===== src/verilog/sksel_defines.svh =====
// Constants for the shift keying profile select block
`ifndef SKSEL_DEFINES_SVH
`define SKSEL_DEFINES_SVH
`define SKSEL_LVL_2 2'h0
`define SKSEL_LVL_4 2'h1
`define SKSEL_LVL_8 2'h2
`define SKSEL_LVL_16 2'h3
`define SKSEL_RAMP_OFF 2'h0
`define SKSEL_RAMP_PROF23 2'h1
`define SKSEL_RAMP_PROF3 2'h2
`define SKSEL_RAMP_SERIAL 2'h3
`define SKSEL_PPC_000 3'h0
`define SKSEL_PPC_011 3'h3
`define SKSEL_PPC_LOW2_01 2'h1
`define SKSEL_KEY_OFF 2'h0
`define SKSEL_KEY_AMP 2'h1
`define SKSEL_KEY_FREQ 2'h2
`define SKSEL_KEY_PHASE 2'h3
`define SKSEL_ADDR_FREQ0 8'h04
`define SKSEL_ADDR_PHASE0 8'h05
`define SKSEL_ADDR_AMP0 8'h06
`define SKSEL_ADDR_PROF1 8'h0a
`define SKSEL_FREQ_BITS 32
`define SKSEL_PHASE_BITS 14
`define SKSEL_AMP_BITS 10
`define SKSEL_RST_INDEX 4'h0
`endif


===== src/verilog/sksel_pkg.sv =====
// Types for the shift keying profile select block
package sksel_pkg;
  typedef struct packed {
    logic [1:0] level;
    logic [2:0] profile_pin_config;
    logic [1:0] ramp_assign;
    logic [1:0] keyed_parameter_select;
    logic sweep_enable;
  } sksel_cfg_t;
  typedef struct packed {
    logic [3:0] index;
    logic [7:0] address;
    logic ramp_valid;
    logic amplitude_ramp_request;
    logic config_error;
  } sksel_sel_t;
  typedef enum logic [1:0] {
    SKSEL_KEY_OFF_S,
    SKSEL_KEY_AMP_S,
    SKSEL_KEY_FREQ_S,
    SKSEL_KEY_PHASE_S
  } sksel_key_t;
endpackage : sksel_pkg


===== src/verilog/sksel_profile_select.sv =====
// Profile index and ramp request decoding from profile and serial pins
// Notes on behaviour
// - Level 00 without ramp: one pin picks the profile, pin config ignored.
// - Two-level, except ramp 01 config 011 (pin 0): profile pin 1 low gives profile 0, high gives profile 1.
// - Level 01, config 011: pins 0 and 1 form a 2-bit profile index.
// - Level 10, config x01: pins 0 to 2 form a 3-bit index.
// - Level 11, config x01: pins 0 to 3 form a 4-bit index.
// - Ramp 01: config 000 uses pin 1 and ramp pin 3; 011 pin 0, ramp pin 2.
// - Ramp 10: eight-level only; pins 0 to 2 select, pin 3 ramps.
// - Ramp 11: serial pins 1 to 3 ramp; levels 2, 4, 16 only.
// - Serial pins as ramp inputs force single-line serial mode.
// - Two-level serial ramping: pin 1 selects, serial pin 3 ramps.
// - Four-level serial: 000 pins 2,3 with serial 2; 011 pins 0,1 with serial 1.
// - Sixteen-level serial, x01: pins 0 to 3 select, serial pin 1 ramps.
// - Profile ramp pin low ramps up, high ramps down.
// - Keyed parameter: 00 off, 01 amplitude, 10 frequency, 11 phase.
// - Phase and amplitude words are MSB aligned; low bits ignored.
`timescale 1ns/1ps
`include "sksel_defines.svh"
module sksel_profile_select #(
  parameter int PROFILE_BITS = 4
) (
  input wire logic sys_clk,
  input wire logic rst_b,
  input wire sksel_pkg::sksel_cfg_t cfg,
  input wire logic [3:0] profile_pin,
  input wire logic [3:1] serial_pin,
  input wire logic [31:0] profile_word,
  output sksel_pkg::sksel_sel_t sel,
  output logic [1:0] keyed_parameter,
  output logic keying_enable,
  output logic serial_single_line,
  output logic [31:0] freq_word,
  output logic [13:0] phase_word,
  output logic [9:0] amp_word
);
  sksel_pkg::sksel_sel_t sel_reg;
  sksel_pkg::sksel_sel_t sel_next;
  logic [1:0] key_reg;
  logic [1:0] key_next;
  logic key_en_reg;
  logic key_en_next;
  logic single_reg;
  logic single_next;
  logic [31:0] freq_reg;
  logic [31:0] freq_next;
  logic [13:0] phase_reg;
  logic [13:0] phase_next;
  logic [9:0] amp_reg;
  logic [9:0] amp_next;
  logic [PROFILE_BITS-1:0] idx;
  logic ramp_bit;
  logic ramp_ok;
  logic bad;
  logic [13:0] phase_field;
  logic [9:0] amp_field;

  always_comb
  begin
    idx = '0;
    ramp_bit = 1'b0;
    ramp_ok = 1'b0;
    bad = 1'b0;
    case (cfg.ramp_assign)
      `SKSEL_RAMP_OFF:
      begin
        case (cfg.level)
          `SKSEL_LVL_2:
          begin
            idx[0] = profile_pin[1];
          end
          `SKSEL_LVL_4:
          begin
            idx[1:0] = {profile_pin[0], profile_pin[1]};
            bad = (cfg.profile_pin_config != `SKSEL_PPC_011);
          end
          `SKSEL_LVL_8:
          begin
            idx[2:0] = {profile_pin[0], profile_pin[1], profile_pin[2]};
            bad = (cfg.profile_pin_config[1:0] != `SKSEL_PPC_LOW2_01);
          end
          default:
          begin
            idx[3:0] = {profile_pin[0], profile_pin[1], profile_pin[2], profile_pin[3]};
            bad = (cfg.profile_pin_config[1:0] != `SKSEL_PPC_LOW2_01);
          end
        endcase
      end
      `SKSEL_RAMP_PROF23:
      begin
        ramp_ok = 1'b1;
        bad = (cfg.level != `SKSEL_LVL_2);
        if (cfg.profile_pin_config == `SKSEL_PPC_011)
        begin
          idx[0] = profile_pin[0];
          ramp_bit = profile_pin[2];
        end
        else
        begin
          idx[0] = profile_pin[1];
          ramp_bit = profile_pin[3];
          bad = bad | (cfg.profile_pin_config != `SKSEL_PPC_000);
        end
      end
      `SKSEL_RAMP_PROF3:
      begin
        ramp_ok = 1'b1;
        idx[2:0] = {profile_pin[0], profile_pin[1], profile_pin[2]};
        ramp_bit = profile_pin[3];
        bad = (cfg.level != `SKSEL_LVL_8) | (cfg.profile_pin_config[1:0] != `SKSEL_PPC_LOW2_01);
      end
      default:
      begin
        ramp_ok = 1'b1;
        case (cfg.level)
          `SKSEL_LVL_2:
          begin
            idx[0] = profile_pin[1];
            // Serial pin 3 low requests up, high requests down; pins 1 and 2 unused
            ramp_bit = serial_pin[3];
          end
          `SKSEL_LVL_4:
          begin
            if (cfg.profile_pin_config == `SKSEL_PPC_000)
            begin
              idx[1:0] = {profile_pin[2], profile_pin[3]};
              ramp_bit = serial_pin[2];
            end
            else
            begin
              idx[1:0] = {profile_pin[0], profile_pin[1]};
              ramp_bit = serial_pin[1];
              bad = (cfg.profile_pin_config != `SKSEL_PPC_011);
            end
          end
          `SKSEL_LVL_16:
          begin
            idx[3:0] = {profile_pin[0], profile_pin[1], profile_pin[2], profile_pin[3]};
            ramp_bit = serial_pin[1];
            bad = (cfg.profile_pin_config[1:0] != `SKSEL_PPC_LOW2_01);
          end
          `SKSEL_LVL_8:
          begin
            // Eight levels have no serial ramp mapping
            bad = 1'b1;
          end
          default:
          begin
            bad = 1'b1;
          end
        endcase
      end
    endcase
    // Sweep must be off while keying
    bad = bad | cfg.sweep_enable;
  end

  always_comb
  begin
    sel_next = sel_reg;
    sel_next.index = idx;
    sel_next.ramp_valid = ramp_ok;
    // Level low means ramp up, high means ramp down
    sel_next.amplitude_ramp_request = ramp_bit;
    sel_next.config_error = bad;
    if (idx == '0)
    begin
      case (cfg.keyed_parameter_select)
        `SKSEL_KEY_AMP:
        begin
          sel_next.address = `SKSEL_ADDR_AMP0;
        end
        `SKSEL_KEY_PHASE:
        begin
          sel_next.address = `SKSEL_ADDR_PHASE0;
        end
        default:
        begin
          // Keying off still points at the frequency word
          sel_next.address = `SKSEL_ADDR_FREQ0;
        end
      endcase
    end
    else
    begin
      sel_next.address = `SKSEL_ADDR_PROF1 + 8'(idx) - 8'h01;
    end
  end

  // Mode outputs follow the configuration one cycle later
  always_comb
  begin
    key_next = cfg.keyed_parameter_select;
    key_en_next = (cfg.keyed_parameter_select != `SKSEL_KEY_OFF) && !bad;
    single_next = (cfg.ramp_assign == `SKSEL_RAMP_SERIAL);
  end

  // Unused low bits of the stored word are dropped here
  sksel_msb_align #(
    .WORD_BITS(32),
    .FIELD_BITS(`SKSEL_PHASE_BITS)
  ) u_phase_align (
    .word(profile_word),
    .field(phase_field)
  );
  sksel_msb_align #(
    .WORD_BITS(32),
    .FIELD_BITS(`SKSEL_AMP_BITS)
  ) u_amp_align (
    .word(profile_word),
    .field(amp_field)
  );

  // Word read back for the previously presented address, one cycle late
  always_comb
  begin
    freq_next = freq_reg;
    phase_next = phase_reg;
    amp_next = amp_reg;
    case (key_reg)
      `SKSEL_KEY_FREQ:
      begin
        freq_next = profile_word;
      end
      `SKSEL_KEY_PHASE:
      begin
        phase_next = phase_field;
      end
      `SKSEL_KEY_AMP:
      begin
        amp_next = amp_field;
      end
      default:
      begin
        freq_next = freq_reg;
      end
    endcase
  end

  always_ff @(posedge sys_clk or negedge rst_b)
  begin
    if (!rst_b)
    begin
      sel_reg <= '0;
      key_reg <= `SKSEL_KEY_OFF;
      key_en_reg <= 1'b0;
      single_reg <= 1'b0;
    end
    else
    begin
      sel_reg <= sel_next;
      key_reg <= key_next;
      key_en_reg <= key_en_next;
      single_reg <= single_next;
    end
  end

  // Own group, so a key change leaves the other words in place
  always_ff @(posedge sys_clk or negedge rst_b)
  begin
    if (!rst_b)
    begin
      freq_reg <= '0;
      phase_reg <= '0;
      amp_reg <= '0;
    end
    else
    begin
      freq_reg <= freq_next;
      phase_reg <= phase_next;
      amp_reg <= amp_next;
    end
  end

  assign sel = sel_reg;
  assign keyed_parameter = key_reg;
  assign keying_enable = key_en_reg;
  assign serial_single_line = single_reg;
  assign freq_word = freq_reg;
  assign phase_word = phase_reg;
  assign amp_word = amp_reg;
endmodule : sksel_profile_select

// Top bits of a wider stored word
// Storage is shared by all keyed parameters, so narrow words sit at the top
module sksel_msb_align #(
  parameter int WORD_BITS = 32,
  parameter int FIELD_BITS = 14
) (
  input wire logic [WORD_BITS-1:0] word,
  output logic [FIELD_BITS-1:0] field
);
  assign field = word[WORD_BITS-1 -: FIELD_BITS];
endmodule : sksel_msb_align


===== config.mk =====
export PLATFORM = sky130hd
export DESIGN_NAME = sksel_profile_select
export DESIGN_NICKNAME = d
export VERILOG_FILES = /design/src/verilog/sksel_pkg.sv /design/src/verilog/sksel_profile_select.sv
export VERILOG_INCLUDE_DIRS = /design/src /design/src/verilog
export SDC_FILE = /design/constraint.sdc
export NUM_CORES = 1
export LEC_CHECK = 0
export ABC_CLOCK_PERIOD_IN_PS = 1800
export BUFFER_PORTS_ARGS = -buffer_cell sky130_fd_sc_hd__buf_2
export CORE_UTILIZATION = 49
export DETAILED_ROUTE_END_ITERATION = 7
export GPL_ROUTABILITY_DRIVEN = 0
export PLACE_DENSITY = 0.8
export SYNTH_ARGS = -nofsm -noshare
export SYNTH_HDL_FRONTEND = slang
export SYNTH_HIERARCHICAL = 1
export SYNTH_SLANG_ARGS = --single-unit

===== constraint.sdc =====
create_clock -name sys_clk -period 1.8 [get_ports sys_clk]
set_clock_uncertainty 0.05 [all_clocks]
set_input_delay 0.18 -clock sys_clk [delete_from_list [all_inputs] [get_ports sys_clk]]
set_output_delay 0.18 -clock sys_clk [all_outputs]
set_load 0.1 [all_outputs]

## Yosys cells after proc, flatten, opt, wreduce, memory -nomap -nowiden

Cells that the tools add are included.
Widths: inputs -> output; s select.

| storage, ports and cells | value |
|---|---|
| flip-flop bits (word level) | 75 |
| latch bits | 0 |
| memory bits (writable) | 0 |
| memory bits (read-only) | 0 |
| output and inout bits | 75 |
| logic and storage cells | 67 |
| memories | 0 |

| cells by class | value |
|---|---|
| $add $sub $neg | 2 |
| multiply operators | 0 |
| divide/modulo/power cells | 0 |
| order comparisons | 0 |
| equality and inequality tests | 15 |
| shifts and indexed selects | 0 |
| muxes and demuxes | 24 |
| bitwise operators | 3 |
| reduce and logical (&&, ||, !) cells | 12 |

Operators with widths:

| cell | number |
|---|---|
| $pmux 1 s3 | 7 |
| $eq 2x2->1 const B | 7 |
| $pmux 1 s2 | 5 |
| $eq 2x1->1 const B | 4 |
| $mux 8 | 1 |
| $mux 1 | 7 |
| $pmux 2 s3 | 1 |
| $sub 5x1->6 const B | 1 |
| $add 4x4->5 const A | 1 |
| $logic_not 2->1 | 2 |
| $logic_not 4->1 | 1 |
| $mux 2 | 2 |
| $pmux 2 s2 | 1 |
| $reduce_bool 2->1 | 2 |
| $reduce_or 2->1 | 2 |
| $eq 3x2->1 const B | 1 |
| $logic_not 3->1 | 1 |
| $ne 3x2->1 const B | 1 |
| $or 1x1->1 | 3 |
| $reduce_bool 3->1 | 1 |
| $reduce_or 3->1 | 1 |
| $ne 2x1->1 const B | 1 |
| $ne 2x2->1 const B | 1 |
| $logic_and 1x1->1 | 1 |
| $logic_not 1->1 | 1 |

## Depth between registers and ports, before layout

| logic depth | value |
|---|---|
| depth after elaboration | 7 |
| gate-level depth with buffers | 9 |
| mapped depth without buffers | 8 |

## Modules after synthesis

Netlist, hierarchy kept.

Modules (own cells, without submodules):

| module | times used | cells each | area an instance (um2) |
|---|---|---|---|
| sksel_profile_select | 1 | 222 | 3089.2 |
| sksel_msb_align (u_phase_align) | 1 | 14 | 105.1 |
| sksel_msb_align (u_amp_align) | 1 | 10 | 75.1 |

## Worst setup path before layout

Ideal clock, no wire load.

| timing path | value |
|---|---|
| kind | register to register |
| from | register key_reg[0] (netlist: keyed_parameter[0]) |
| to | register freq_reg[10] (netlist: freq_word[10]) |
| arrival time | 1863 ps |
| path slack | -239 ps |
| cell stages (with the launch flop) | 5 |
| buffers on the path | 2 |
| cells stage by stage | dfrtp_1 nand2b_1 clkbuf_1 buf_2 mux2_2 |

| on the way | value |
|---|---|
| word-level cells in the longest chain between the ends | 1 |

Ends and longest elaborated chain:

| element | RTL line | RTL |
|---|---|---|
| from (decl) | sksel_profile_select.sv:39 | `logic [1:0] key_reg;` |
| from (signal assigned) | sksel_profile_select.sv:245 | `` key_reg <= `SKSEL_KEY_OFF; `` |
| from (signal assigned) | sksel_profile_select.sv:252 | `key_reg <= key_next;` |
| $eq 2x2->1 | sksel_profile_select.sv:220 | `case (key_reg)` |
| to (signal assigned) | sksel_profile_select.sv:269 | `freq_reg <= freq_next;` |
| to (decl) | sksel_profile_select.sv:45 | `logic [31:0] freq_reg;` |

No other way between the ends.
A chain may end at the register's enable or synchronous reset.

==> results.cfg <==
[status]
status = completed

[layout]
n_antenna_cell = 0
nets = 428
final_cells = 457
final_area_mm2 = 0.004215
synthToLayoutAreaGrowth_pct = 28.93
largest_reg_flops = 32
layout-drive-gt1-share_pct = 62.37

[timing]
fin_setup_tns_ps = 0
worst_slack_ps = 273.7
relSlewSlack_pct = 59.00
finalSetupViolations = 0
fmax_mhz = 655.2
rsz0062_at_grt = no
period_minus_slack_ps = 1526
post-route-period-util_pct = 84.80
worst_pin_slew_ps = 615.1
hold_viol = 0
drv_slew = 0

[detailed_routing]
routed_wl_um = 6532
num_vias = 2264
drt_iter0_markers = 61
drc = 0
wl_per_cell_um = 14.29
firstDrtPassIters = 4
via_per_inst = 4.954
ant_nets = 0

[worst_setup_path]
cp_max_fo = 8
path_cells = buf_2, mux2_1, nand2_1, a21oi_1, o21bai_2, inv_1, ha_1, and3_4, mux2_1
startpoint_type = input pin
crit_type = in2reg
crit_arrival_ps = 1690
end_kind = register
cp_common_cell = mux2_1
crit_path_max_incr_delay_ps = 330
slowest_stage = mux2_1
cp.required_ps = 1960

[clock_network]
clk_pin_slew_ps = 80
cts_root_buffer = clkbuf_8
clockBufferDepth = 2
clk_latency_ps = 330
cts_setup_buffers = 0
numCtsBuffers = 9
htree_num_levels = 3
clock_sinks = 72
cts_tree = yes

[power]
p_per_area_mw_per_mm2 = 1401
leakagePower_nw = 2.099
peakVddDrop_mv = 0.9194

[logic_synthesis]
synth_ff_type = dfrtp_1
synth_compound_area_share_pct = 5.549
synth_top_area_cell = dfrtp_1
synth_edf_count = 0
netlist_instances = 246
synth_top_family_by_area = multiplexers
synthMuxAreaShare_pct = 21.55
ys_warn_count = 6
synth_fa_ha_area_share_pct = 0.7654
synth_xor_area_share_pct = 0.8037
synth_top_area_share_pct = 55.11
synthTopCellsByCount = 72 x dfrtp_1, 57 x mux2_2, 27 x buf_4, 12 x nand2_1, 7 x inv_1
syn_area_mm2 = 0.003269
synth.area.top_cells = dfrtp_1 55%, mux2_2 20%, buf_4 6.2%, nand2_1 1.4%, mux2i_1 1.2%
synthArstFlopShare_pct = 100.0
ys_seq_area_share_pct = 55.11
synth-simple-area-share_pct = 6.927
yosysMostFrequentCell = dfrtp_1
avgSynthCellArea_um2 = 13.29
ys_ff_latch = 72
synth_cell_types = 50

[place]
dp_hpwl_um = 4886
place_ws_ps = -70.58
place_area_mm2 = 0.003943
port_buffers = 122
place_inst = 438

[floorplan]
core-area_mm2 = 0.006386
rows = 29
num_io_pins = 126
start_util_pct = 51.20
die_h_um = 83.69
dieArea_mm2 = 0.007003
chipWidth_um = 83.69

[global_routing]
globalRouteOverflowTotal = 0
grt_max_degree = 51
grt_usage_pct = 20.02
grt_pass1_wl_um = 10850
grt_pass1_vias = 2264
antenna_found_initial = 0

[min_path]
hp-class = in2reg

[run]
maxCapViolCount = 0
==> critical path: cells and delay by family <==
family | cells | cell delay [ps]
multiplexers | 2 | 640
buffers and inverters | 2 | 210
adder cells (fa/ha/maj) | 1 | 150
AND/OR/NAND/NOR | 2 | 240
AO/OA/AOI/OAI | 2 | 250
==> cells by family after synthesis <==
group	Yosys count
other cells	1
mux	63
compound gates	23
buf+inv	45
xor+xnor	3
simple gates	37
fa+ha+maj	2
flops	72
==> per-layer routing <==
| layer | wire [um] | vias up | global-route usage (%) |
|---|---|---|---|
| met2 | 3273 | 88 | 34.81 |
| met4 | 140 | 0 | 8.783 |
| li1 | - | 1076 | - |
| met1 | 2770 | 1089 | 24.13 |
| met5 | 0 | - | 0 |
| met3 | 348 | 11 | 3.858 |
==> final cells by class <==
| cell class | count | area (um^2) |
|---|---|---|
| multi-input cells | 131 | 1175 |
| repair buffers | 154 | 870.8 |
| clock buffers | 9 | 123.9 |
| flip-flops and latches | 72 | 1804 |
| fillers | 496 | 2171 |
| well taps | 77 | 96.34 |
| inverters | 7 | 26.28 |
| clock inverters | 7 | 118.9 |
==> through the flow <==
step	util [%]	power, W	hold slack (ps)
6_report	66.01	0.005906	19.66
5_1_grt	66.01	0.006109	14.28
4_1_cts	66.01	0.005952	9.208
3_5_place_dp	61.74	0.004419	136.5
3_3_place_gp	61.74	0.004384	132.1
2_1_floorplan	-	0.003981	-165.6
==> placed cells by master, fill, tap and decap left out, types with 5 or more instances in the layout <==
cell type    n
nor2_1       5
clkbuf_8     9
buf_4       28
buf_2      122
inv_1        7
dfrtp_1     70
mux2_2      57
nand2_1     12
==> what timing repair did <==
item | in CTS | in global routing
hold buffers | 3 | 0
gates resized for setup | 0 | 0
endpoints found under the setup margin | 0 | 0
hold endpoints to repair | 74 | 0
==> final timing paths <==
path / start / endpoint / slack, ps / cells after the start
worst min register to register: phase_word[6]$_DFFE_PN0N_ / phase_word[6]$_DFFE_PN0N_ / 450 / 1
max in group asynchronous: rst_b / keyed_parameter[1]$_DFF_PN0_ / 800 / 3
worst min-delay path: profile_word[0] / freq_word[0]$_DFFE_PN0N_ / 20 / 2
worst max register to register: keyed_parameter[1]$_DFF_PN0_ / freq_word[1]$_DFFE_PN0N_ / 500 / 3
worst max-delay path: cfg[9] / sel[4]$_DFF_PN0_ / 270 / 9
min in group asynchronous: rst_b / freq_word[17]$_DFFE_PN0N_ / 330 / 3
==> where the power goes <==
group          leakage [nW]  internal, W  switching [W]
clock network         0.116     0.000923       0.000600
registers             0.845      0.00184      0.0000939
logic                  1.14     0.000452        0.00200
Note: power is estimated with default switching activity, not from simulation.
